`config.mk`:
```
export PLATFORM = sky130hd
export DESIGN_NAME = interval_timer
export DESIGN_NICKNAME = d
export VERILOG_FILES = /design/src/common/interval_timer_pkg.sv /design/src/interval_timer.sv /design/src/timer_prescaler.sv
export SDC_FILE = /design/constraint.sdc
export NUM_CORES = 1
export LEC_CHECK = 0
export BUFFER_PORTS_ARGS = -buffer_cell sky130_fd_sc_hd__buf_2
export CAP_MARGIN = 25
export CORE_MARGIN = 10
export CORE_UTILIZATION = 25
export CTS_BUF_LIST = sky130_fd_sc_hd__clkbuf_4 sky130_fd_sc_hd__clkbuf_8 sky130_fd_sc_hd__clkbuf_16
export CTS_CLUSTER_DIAMETER = 120
export DETAILED_ROUTE_END_ITERATION = 8
export SLEW_MARGIN = 10
export SYNTH_ARGS = -nofsm -noshare
export SYNTH_HDL_FRONTEND = slang
export SYNTH_HIERARCHICAL = 1
export SYNTH_SLANG_ARGS = --single-unit
```
`constraint.sdc`:
```
create_clock -name clk_sys -period 2.4 [get_ports clk_sys]
set_clock_uncertainty 0.05 [all_clocks]
set_input_delay 0.72 -clock clk_sys [delete_from_list [all_inputs] [get_ports clk_sys]]
set_output_delay 0.72 -clock clk_sys [all_outputs]
set_load 0.01 [all_outputs]
```
`src/common/interval_timer_pkg.sv`:
```
package interval_timer_pkg;
  localparam int ADDR_W = 8;
  localparam int DATA_W = 32;
  localparam logic [7:0] OFF_MODE = 8'hEA;
  localparam logic [7:0] OFF_CNT_LO = 8'hEB;
  localparam logic [7:0] OFF_CNT_HI = 8'hEC;
  localparam logic [7:0] OFF_IRQ_STATUS = 8'hF0;
  localparam logic [7:0] OFF_IRQ_ENABLE = 8'hF1;
  localparam logic [7:0] OFF_IRQ_CLEAR = 8'hF2;
  localparam logic [7:0] OFF_CTRL = 8'hF3;
  localparam int MODE_EN_BIT = 7;
  localparam int MODE_RATE_HI = 6;
  localparam int MODE_RATE_LO = 4;
  localparam int MODE_CKS_BIT = 3;
  localparam logic [7:0] MODE_IMPL_MASK = 8'hF8;
  localparam logic [7:0] MODE_RESET = 8'h00;
  localparam logic [15:0] COUNT_RESET = 16'h0000;
  localparam logic [15:0] COUNT_FULL = 16'hFFFF;
  localparam logic [6:0] PRESCALE_RESET = 7'h00;
  localparam int IRQ_OVF_BIT = 0;
  localparam int IRQ_CAP_BIT = 1;
  localparam int CTRL_IEN_BIT = 0;
  localparam int CTRL_GREEN_BIT = 1;
  localparam logic [31:0] DATA_ZERO = 32'h0000_0000;

  typedef struct packed {
    logic enable;
    logic [2:0] rate;
    logic cks;
  } mode_t;

  typedef struct packed {
    logic ovf;
    logic cap;
  } irq_bits_t;

  function automatic logic [31:0] widen8(input logic [7:0] v);
    return {24'h00_0000, v};
  endfunction
endpackage

```
`src/interval_timer.sv`:
```
// Our own choice: the Avalon-MM register port.
`timescale 1ns/1ns
// Contract
// - enable bit clear holds count, set counts
// - count increments once per prescaled tick
// - wrap from full to zero sets flag
// - no reload, counting continues from zero
// - enabled overflow raises the interrupt output
// - runs in all modes, green never wakes
// - source select: instruction clock or oscillator
// - rate codes divide by 128 down to 1
// - high byte staged, low write loads counter
// - low read snapshots, high read returns half
// - capture stop sets its own flag, shares the interrupt
module interval_timer
  import interval_timer_pkg::*;
(
  input wire logic clk_sys,
  input wire logic rst_n,
  input wire logic [ADDR_W-1:0] avs_address,
  input wire logic avs_read,
  input wire logic avs_write,
  input wire logic [DATA_W-1:0] avs_writedata,
  input wire logic [3:0] avs_byteenable,
  output logic [DATA_W-1:0] avs_readdata,
  output logic avs_waitrequest,
  input wire logic cpu_cycle_tick,
  input wire logic hosc_tick,
  input wire logic capture_stop,
  output logic irq,
  output logic wake_request,
  output logic [15:0] count_value
);
  mode_t mode;
  logic [15:0] count;
  logic [7:0] high_stage;
  logic [7:0] high_snap;
  logic [1:0] status;
  logic [1:0] irq_enable;
  logic [1:0] ctrl;
  logic done;
  logic src_tick_sync1;
  logic src_tick_sync2;
  logic cap_sync1;
  logic cap_sync2;
  logic cap_prev;
  logic src_sel;
  logic hosc_sync1;
  logic hosc_sync2;
  logic cpu_sync1;
  logic cpu_sync2;
  logic timer_tick;
  logic bus_req;
  logic wr_ok;
  logic rd_ok;
  logic overflow;
  logic capture_event;
  logic [31:0] next_readdata;
  logic wr_mode;
  logic wr_cnt_lo;
  logic wr_cnt_hi;
  logic wr_clear;
  logic wr_irq_en;
  logic wr_ctrl;
  logic rd_cnt_lo;
  logic pending;

  // one compare per register strobe keeps the decode in one place
  function automatic logic hit(input logic [ADDR_W-1:0] a, input logic [ADDR_W-1:0] off);
    return a == off;
  endfunction

  // one-cycle wait: request answered on its second edge
  assign bus_req = (avs_read || avs_write) && !done;
  assign wr_ok = avs_write && done && avs_byteenable[0];
  // reads sample on the first edge, the same edge that loads readdata
  assign rd_ok = avs_read && bus_req;

  // write strobes fire on the edge that the master sees waitrequest low
  assign wr_mode = wr_ok && hit(avs_address, OFF_MODE);
  assign wr_cnt_lo = wr_ok && hit(avs_address, OFF_CNT_LO);
  assign wr_cnt_hi = wr_ok && hit(avs_address, OFF_CNT_HI);
  assign wr_clear = wr_ok && hit(avs_address, OFF_IRQ_CLEAR);
  assign wr_irq_en = wr_ok && hit(avs_address, OFF_IRQ_ENABLE);
  assign wr_ctrl = wr_ok && hit(avs_address, OFF_CTRL);
  assign rd_cnt_lo = rd_ok && hit(avs_address, OFF_CNT_LO);

  // one pending term feeds both irq and wake, so wake never rises without irq
  assign pending = ctrl[CTRL_IEN_BIT] && |(status & irq_enable);

  always_ff @(posedge clk_sys or negedge rst_n) begin
    if (!rst_n) begin
      done <= 1'b0;
    end else begin
      done <= bus_req;
    end
  end

  always_ff @(posedge clk_sys or negedge rst_n) begin
    if (!rst_n) begin
      avs_waitrequest <= 1'b1;
    end else begin
      avs_waitrequest <= !bus_req;
    end
  end

  // clock ticks come from other logic; sync them like pins
  always_ff @(posedge clk_sys or negedge rst_n) begin
    if (!rst_n) begin
      cpu_sync1 <= 1'b0;
      cpu_sync2 <= 1'b0;
      hosc_sync1 <= 1'b0;
      hosc_sync2 <= 1'b0;
      cap_sync1 <= 1'b0;
      cap_sync2 <= 1'b0;
      cap_prev <= 1'b0;
    end else begin
      cpu_sync1 <= cpu_cycle_tick;
      cpu_sync2 <= cpu_sync1;
      hosc_sync1 <= hosc_tick;
      hosc_sync2 <= hosc_sync1;
      cap_sync1 <= capture_stop;
      cap_sync2 <= cap_sync1;
      cap_prev <= cap_sync2;
    end
  end

  always_comb begin
    src_sel = mode.cks ? hosc_sync2 : cpu_sync2;
  end

  timer_prescaler u_prescaler (
    .clk_sys(clk_sys),
    .rst_n(rst_n),
    .run(mode.enable),
    .src_tick(src_sel),
    .rate(mode.rate),
    .tick(timer_tick)
  );

  assign overflow = timer_tick && (count == COUNT_FULL);
  assign capture_event = cap_sync2 && !cap_prev;

  always_ff @(posedge clk_sys or negedge rst_n) begin
    if (!rst_n) begin
      mode <= '0;
    end else if (wr_mode) begin
      // low three bits are not stored
      mode <= mode_t'(avs_writedata[MODE_EN_BIT:MODE_CKS_BIT]);
    end
  end

  always_ff @(posedge clk_sys or negedge rst_n) begin
    if (!rst_n) begin
      high_stage <= COUNT_RESET[15:8];
    end else if (wr_cnt_hi) begin
      high_stage <= avs_writedata[7:0];
    end
  end

  // a software load wins over a tick in the same cycle
  always_ff @(posedge clk_sys or negedge rst_n) begin
    if (!rst_n) begin
      count <= COUNT_RESET;
    end else if (wr_cnt_lo) begin
      count <= {high_stage, avs_writedata[7:0]};
    end else if (mode.enable && timer_tick) begin
      count <= count + 16'h0001;
    end
  end

  always_ff @(posedge clk_sys or negedge rst_n) begin
    if (!rst_n) begin
      high_snap <= COUNT_RESET[15:8];
    end else if (rd_cnt_lo) begin
      // same edge as the low byte, so a tick between them cannot tear the pair
      high_snap <= count[15:8];
    end
  end

  // set beats clear in the same cycle; nothing else clears
  always_ff @(posedge clk_sys or negedge rst_n) begin
    if (!rst_n) begin
      status <= 2'b00;
    end else begin
      if (wr_clear) begin
        status[IRQ_OVF_BIT] <= status[IRQ_OVF_BIT] & ~avs_writedata[IRQ_OVF_BIT];
        status[IRQ_CAP_BIT] <= status[IRQ_CAP_BIT] & ~avs_writedata[IRQ_CAP_BIT];
      end
      if (overflow) begin
        status[IRQ_OVF_BIT] <= 1'b1;
      end
      if (capture_event) begin
        status[IRQ_CAP_BIT] <= 1'b1;
      end
    end
  end

  always_ff @(posedge clk_sys or negedge rst_n) begin
    if (!rst_n) begin
      irq_enable <= 2'b00;
    end else if (wr_irq_en) begin
      irq_enable <= avs_writedata[1:0];
    end
  end

  always_ff @(posedge clk_sys or negedge rst_n) begin
    if (!rst_n) begin
      ctrl <= 2'b00;
    end else if (wr_ctrl) begin
      ctrl <= avs_writedata[1:0];
    end
  end

  // both sources share one vector; the global enable gates them
  always_ff @(posedge clk_sys or negedge rst_n) begin
    if (!rst_n) begin
      irq <= 1'b0;
    end else begin
      irq <= pending;
    end
  end

  // green mode keeps counting but raises no wake
  always_ff @(posedge clk_sys or negedge rst_n) begin
    if (!rst_n) begin
      wake_request <= 1'b0;
    end else begin
      wake_request <= !ctrl[CTRL_GREEN_BIT] && pending;
    end
  end

  always_ff @(posedge clk_sys or negedge rst_n) begin
    if (!rst_n) begin
      count_value <= COUNT_RESET;
    end else begin
      count_value <= count;
    end
  end

  always_comb begin
    next_readdata = DATA_ZERO;
    unique case (avs_address)
      OFF_MODE: next_readdata = widen8({mode, 3'b000});
      OFF_CNT_LO: next_readdata = widen8(count[7:0]);
      OFF_CNT_HI: next_readdata = widen8(high_snap);
      OFF_IRQ_STATUS: next_readdata = widen8({6'h00, status});
      OFF_IRQ_ENABLE: next_readdata = widen8({6'h00, irq_enable});
      OFF_CTRL: next_readdata = widen8({6'h00, ctrl});
      default: next_readdata = DATA_ZERO;
    endcase
  end

  always_ff @(posedge clk_sys or negedge rst_n) begin
    if (!rst_n) begin
      avs_readdata <= DATA_ZERO;
    end else if (rd_ok) begin
      avs_readdata <= next_readdata;
    end
  end
endmodule

```
`src/timer_prescaler.sv`:
```
`timescale 1ns/1ns
module timer_prescaler
  import interval_timer_pkg::*;
(
  input wire logic clk_sys,
  input wire logic rst_n,
  input wire logic run,
  input wire logic src_tick,
  input wire logic [2:0] rate,
  output logic tick
);
  logic [6:0] div_count;
  logic [6:0] div_mask;

  // code 000 -> /128, code 111 -> /1
  always_comb begin
    div_mask = 7'h7F >> rate;
  end

  always_ff @(posedge clk_sys or negedge rst_n) begin
    if (!rst_n) begin
      div_count <= PRESCALE_RESET;
    end else if (!run) begin
      div_count <= PRESCALE_RESET;
    end else if (src_tick) begin
      div_count <= (div_count & div_mask) == div_mask ? PRESCALE_RESET : div_count + 7'h01;
    end
  end

  assign tick = run && src_tick && ((div_count & div_mask) == div_mask);
endmodule
```
==> results of run 1 <==
-- per-layer routing --
| layer | part of all wire | up-vias | global-route usage | wire (um) |
|---|---|---|---|---|
| met3 | 0.069 | 14 | 0.03011 | 649 |
| li1 | - | 1276 | - | - |
| met1 | 0.46 | 1327 | 0.1223 | 4354 |
| met2 | 0.45 | 87 | 0.1355 | 4223 |
| met4 | 0.017 | 2 | 0.03994 | 157 |
| met5 | 0.0012 | - | 0 | 11 |
-- critical path: stages, from the launching register on --
cell and delay [ns]:
dfrtp_1 0.44, a41oi_1 0.14, a21o_2 0.27, nor3_1 0.24
buf_4 0.16, and2_1 0.14, buf_4 0.17, nand3_1 0.13
nor2_1 0.16, xnor2_1 0.12, o21ai_0 0.08
-- kinds of logic after synthesis --
group	count (synthesis)	share of synthesized area
AOI/OAI and AO/OA	59	0.1124
xor gates and xnor gates	16	0.03566
adders and majority gates	2	0.006366
buffers and inverters	39	0.06431
DFF	85	0.5415
muxes	29	0.08278
other	1	0.0009542
and+or+nand+nor	104	0.1560
-- registers in the layout (all words and copies together) (netlist names), 2 cells and up --
name	cells
high_snap	8
u_prescaler/div_count	7
high_stage	8
ctrl	2
mode	5
irq_enable	2
count	16
count_value	16
avs_readdata	8
status	2
-- through the flow --
step / utilization / cell area, um2 / total power [W]
final: 0.3124 / 4785 / 0.003185
after global routing: 0.3121 / 4780 / 0.003323
after CTS: 0.3108 / 4760 / 0.003229
after detailed placement: 0.2895 / 4434 / 0.001722
after global placement: 0.2895 / 4434 / 0.001716
after floorplan: - / 4016 / 0.001649
-- power by group through the flow --
stage               combinational, W  clock [W]  sequential, W
finish                      0.000191    0.00149        0.00150
global route                0.000217    0.00160        0.00151
CTS                         0.000195    0.00153        0.00150
detailed placement          0.000195          0        0.00153
global placement            0.000190          0        0.00153
floorplan                   0.000124          0        0.00152
-- final cells by class --
class | instances | area [um2] | area share
timing repair buffer | 65 | 390.4 | 0.08159
clock buffer | 10 | 239.0 | 0.04995
sequential | 85 | 2132 | 0.4456
multi-input combinational | 234 | 1645 | 0.3439
tap | 211 | 264.0 | 0.05518
clock inverter | 6 | 86.33 | 0.01804
antenna | 2 | 5.005 | 0.001046
inverter | 6 | 22.52 | 0.004707
-- worst paths after layout --
path                                     startpoint                  endpoint  slack (ns)
setup / recovery           u_prescaler/div_count[3]                  count[9]        0.17
setup reg to reg           u_prescaler/div_count[3]                  count[9]        0.17
hold / removal                            cap_sync1                 cap_sync2        0.30
hold reg to reg                           cap_sync1                 cap_sync2        0.30
max in group asynchronous                     rst_n  u_prescaler/div_count[0]        1.40
min in group asynchronous                     rst_n                hosc_sync1        0.32
-- placed cells by master, fill, tap and decap left out, types with 4 or more instances in the layout --
cell type   n
dfrtp_1    81
buf_2      49
nand2_1    45
mux2_2     28
o21ai_0    25
conb_1     24
buf_4      14
xor2_1     11
nor2_1      9
nand3_1     9
clkbuf_16   9
a22oi_1     7
a22o_1      7
inv_1       6
nand4_1     6
and3_1      5
xnor2_1     5
nor2b_1     4
and4_1      4
-- timing repair --
action                                 CTS  global route
endpoints found under the hold margin    0             0
resized for setup                        0             4
setup buffers                            0             2
setup endpoints to repair                0             6
==> summary.txt, run 1 <==
Outcome
  • Status: finished clean

GRT
  • Total track usage: 0.09266
  • Pin count of the biggest net entering global routing: 43
  • Number of global-route vias before repair: 2928
  • GRT overflow: 0
  • First-pass GRT wire length: 15.99 mm
  • Initial antenna violation count: 4

Power and ir drop
  • Internal: 0.002477 W
  • Clk pwr share: 0.469
  • Switching Share: 0.2224
  • Logic gate share of total power: 0.060
  • Pwr Density: 665.7 nW/um2
  • Sw power: 0.0007082 W
  • Sequential power share: 0.471
  • VDD IR max: 343.2 uV
  • Leak: about 2.0 nW

Timing
  • Final period utilization: 0.9275
  • Final Worst Setup Slack: 0.1739 ns
  • Tmin final: between 2 and 2.5 ns
  • Min Hold Slack: around 0.30 ns
  • Finish-stage setup viols: 0
  • Measured slew at the worst slew-check pin: around 0.56 ns
  • Setup total negative slack: 0 ns
  • Max-slew headroom: 0.6263
  • Fin. Hold Viols: 0
  • Slew Limit Fails: 0
  • Max frequency: 0.4492 GHz

Drt
  • Routed Antenna Nets: 0
  • Vias: 2706
  • Via density: around 4.4
  • Wire per inst: about 15 um
  • Final wirelength: between 9 and 10 mm
  • TritonRoute pass-1 iters: 4
  • Drt drc: 0
  • 1st-iter DRT viols: 210

Clocking
  • H-tree Lvls: 3
  • Hold Buf Count CTS: 0
  • CTS max path bufs: 2
  • Worst skew pair latency: 0.34 ns
  • Clock sinks: 85
  • Worst-path clk slew: 0.06 ns
  • Total CTS buffers: 9
  • TritonCTS clock tree: built
  • Root buffer cell: clkbuf_16

Flow run
  • Max-Cap Viols: 0

Place
  • Dpl ws: 0.1050 ns
  • Final RePlAce weighted congestion: 0.7976
  • Number of I/O port buffers: 50
  • DP HPWL: 7.040 mm
  • # placed instances: 599

Synthesis
  • Top post-synthesis cells by area: dfrtp_1 (53%), mux2_2 (8.0%), buf_4 (4.8%), nand2_1 (4.3%), o21ai_0 (3.2%)
  • Post-Syn Instances: 335
  • Post-synth top area share: 0.5349
  • Synth area leader: dfrtp_1
  • Netlist cell types: 55
  • Number of synthesized register bits: 85
  • Post-synthesis sequential area ratio: 0.5415
  • Post-synth ARST share: 1.000
  • Warnings, synthesis: 6
  • Top FF cell, synth: dfrtp_1
  • Most instantiated library cell after synthesis: dfrtp_1
  • Post-synth top cells: dfrtp_1 (84), nand2_1 (45), mux2_2 (28)
  • Synthesized area per cell: ~12 um2
  • Mapped cell area: ~3900 um2
  • EDFF count, synth: 0

Die
  • Cell Rows: 45
  • Die Area: ~21000 um2
  • Die height: 145.4 um
  • Die width: around 150 um
  • Initial Utilization: 0.2566
  • Core Region: 15310 um2
  • Boundary Pins: 102

Finish
  • Layout Cells excl Fill: 619
  • Fin nets: 454
  • Fillers: 1591
  • P&R area growth vs syn: 21.74%
  • Layout cells sized above 1: 0.3202

Setup path
  • Critical Path AT: between 2 and 2.5 ns
  • Critical path class: register to register
  • Critical Path Start Type: register
  • Worst EP required: roughly 2.6 ns
  • Crit path max fanout: 8
  • R2r worst-path depth: 10
  • CP Capture Type: register

Min path
  • Hold Crit Depth: 0
  • Worst hold path class: register to register
Note: power is estimated with default switching activity, not from simulation.
==> run 2: changes to the inputs <==
--- a/config.mk
+++ b/config.mk
@@ -7,9 +7,7 @@
 export LEC_CHECK = 0
 export BUFFER_PORTS_ARGS = -buffer_cell sky130_fd_sc_hd__buf_2
 export CAP_MARGIN = 25
-export CORE_MARGIN = 10
 export CORE_UTILIZATION = 25
-export CTS_BUF_LIST = sky130_fd_sc_hd__clkbuf_4 sky130_fd_sc_hd__clkbuf_8 sky130_fd_sc_hd__clkbuf_16
 export CTS_CLUSTER_DIAMETER = 120
 export DETAILED_ROUTE_END_ITERATION = 8
 export SLEW_MARGIN = 10
==> run 2 against run 1 <==
  * First-iteration DRC count decreased by 16%
  * Core utilization increased by 0.12 points
  * Total power increased by 1.0%
  * Register-to-register slack improved by 0.05 ns
  * Sequential share of layout area decreased by 0.090 points
  * Maximum frequency increased by 2.1%
  * Global-route usage increased by 2.3 points
  * Critical endpoint unchanged
==> summary.txt, run 2 (same netlist as run 1, synthesis figures left out) <==
Outcome
  • Status: finished clean

Die
  • Boundary Pins: 102 (unchanged)
  • Die Area: 16230 um2 (-23%)
  • Initial Utilization: 0.2576 (+0.0009469)
  • Die width: 127.4 um (-12%)
  • Die height: 127.4 um (-12%)
  • Core Region: 15260 um2 (-0.37%)
  • Cell Rows: 45 (unchanged)

Power and ir drop
  • Logic gate share of total power: 0.060 (about the same)
  • VDD IR max: 400.6 uV (+17%)
  • Pwr Density: 672.4 nW/um2 (+1.0%)
  • Sw power: 0.0007072 W (-0.15%)
  • Clk pwr share: 0.474 (+0.005)
  • Leak: 2.027 nW (-0.18%)
  • Internal: 0.002511 W (+1.4%)
  • Sequential power share: 0.466 (-0.005)
  • Switching Share: 0.2197 (-0.002632)

Timing
  • RSZ-0062 raised after global routing: false
  • Tmin final: 2.180 ns (-0.04644 ns)
  • Finish-stage setup viols: 0 (unchanged)
  • Max frequency: 0.4588 GHz (+2.1%)
  • Setup total negative slack: 0 ns (unchanged)
  • Slew Limit Fails: 0 (unchanged)
  • Final period utilization: 0.9082 (-0.01935)
  • Fin. Hold Viols: 0 (unchanged)

Place
  • DP Area: 4447 um2 (+0.28%)
  • # placed instances: 599 (unchanged)
  • DP HPWL: 6.500 mm (-7.7%)
  • Number of I/O port buffers: 50 (unchanged)
  • Final RePlAce weighted congestion: 0.7502 (-5.9%)

Finish
  • Largest regs: count x16, count_value x16
  • Layout cells sized above 1: 0.3069 (-0.01327)
  • Commonest non-fill, non-tap cell in the layout: dfrtp_1
  • P&R area growth vs syn: 21.78% (about the same)
  • Fin area: 4786 um2 (about the same)
  • Layout Cells excl Fill: 617 (-0.32%)
  • Most frequent cells in the layout: dfrtp_1 (84), buf_2 (49), nand2_1 (45)
  • Fin nets: 452 (-0.44%)

Setup path
  • Critical Path AT: 2.35 ns (-0.04 ns)
  • Crit path buffers/inverters: 2 (unchanged)
  • RR Startpoint: mode[0]
  • Most used cell, CP: buf_4
  • CP Capture Type: register
  • Critical Path Start Type: register
  • Max incr delay on CP: 0.44 ns (about the same)
  • Top Family by Delay on Critical Path: simple AND/OR/NAND/NOR gates
  • Slowest cell on crit path: dfrtp_1
  • Crit path max fanout: 8 (unchanged)
  • Worst EP required: 2.57 ns (about the same)
  • Critical path class: register to register
  • Worst path cell trace: mux2_2, nand2_1, nor3_2, buf_4, and2_1, buf_4, nand3_1, nor2_1, xnor2_1, o21ai_0
  • Worst setup path startpoint: mode[0]

Clocking
  • CTS max path bufs: 2 (unchanged)
  • Worst skew pair latency: 0.34 ns (about the same)
  • Total CTS buffers: 9 (unchanged)
  • Hold Buf Count CTS: 0 (unchanged)
  • TritonCTS clock tree: built
  • Clock sinks: 85 (unchanged)
  • Root buffer cell: clkbuf_16
  • Post-CTS Setup Bufs: 0 (unchanged)
  • Worst-path clk slew: 0.06 ns (about the same)
  • H-tree Lvls: 3 (unchanged)
  • Post_cts resized: 0 (unchanged)

Drt
  • TritonRoute pass-1 iters: 5 (+1)
  • Drt drc: 0 (unchanged)
  • Wire per inst: 14.22 um (-6.3%)
  • Vias: 2675 (-1.1%)
  • Via density: 4.335 (-0.83%)
  • Routed Antenna Nets: 0 (unchanged)
  • Final wirelength: 8.774 mm (-6.6%)
  • 1st-iter DRT viols: 177 (-16%)

GRT
  • Total track usage: 0.1154 (+0.02275)
  • Pin count of the biggest net entering global routing: 33 (-23%)
  • GRT overflow: 0 (unchanged)
  • First-pass GRT wire length: 14.15 mm (-12%)
  • Number of global-route vias before repair: 2677 (-8.6%)
  • Initial antenna violation count: 2 (-2)

Min path
  • Worst hold path class: primary input to asynchronous set/reset pin

Flow run
  • Max-Cap Viols: 0 (unchanged)
## run 2: cell count changes in the layout (fill, tap and decap cells not counted)
cell,delta
buf_12,+1
nor3_2,+1
buf_4,-3
clkbuf_1,+2
nor3_1,-1
clkinv_2,-2
dfrtp_1,+3
clkinv_4,-1
clkbuf_8,+1
dfrtp_2,-3
## run 2: worst paths after layout
kind	cells past startpoint	slack (ns)	to
worst min register to register	0	0.30	cpu_sync2
worst max register to register	10	0.22	count[9]
worst max-delay path	10	0.22	count[9]
max in group asynchronous	2	1.52	count_value[1]
min in group clk_sys	0	0.30	cpu_sync2
worst min-delay path	1	0.27	hosc_sync1
## run 2: cell type report
type                            count  area (um2)
Timing Repair Buffer               63       387.9
Fill cell                        1563       10470
Sequential cell                    85        2128
Inverter                            6       22.52
Clock inverter                      3       67.56
Clock buffer                       13       260.3
Antenna cell                        2       5.005
Multi-Input combinational cell    234        1650
Tap cell                          211       264.0
## run 2: power groups by stage
stage	Combinational [W]	Clock [W]	Sequential [W]
finish	0.000192	0.00153	0.00150
global route	0.000216	0.00162	0.00150
floorplan	0.000124	0	0.00152
CTS	0.000197	0.00156	0.00150
detailed placement	0.000196	0	0.00153
global placement	0.000192	0	0.00153
## run 2: per-stage QoR
stage / util / setup WS, ns / hold slack, ns / total power [W]
finish: 0.3137 / 0.2204 / 0.2723 / 0.003218
global route: 0.3133 / 0.03171 / 0.3009 / 0.003345
CTS: 0.3129 / 0.09527 / 0.2856 / 0.003260
detailed placement: 0.2914 / 0.1126 / 0.2895 / 0.001723
global placement: 0.2914 / 0.1126 / 0.2864 / 0.001717
floorplan: - / 0.2832 / 0.2812 / 0.001649
## run 2: per-layer routing
layer / up-vias / global-route usage / share of wire / wire, um
met5: - / 0 / 0 / 0
met4: 0 / 0.05672 / 0.020 / 175
met3: 8 / 0.03769 / 0.063 / 554
met2: 71 / 0.1729 / 0.45 / 3951
met1: 1317 / 0.1493 / 0.47 / 4091
li1: 1279 / - / - / -
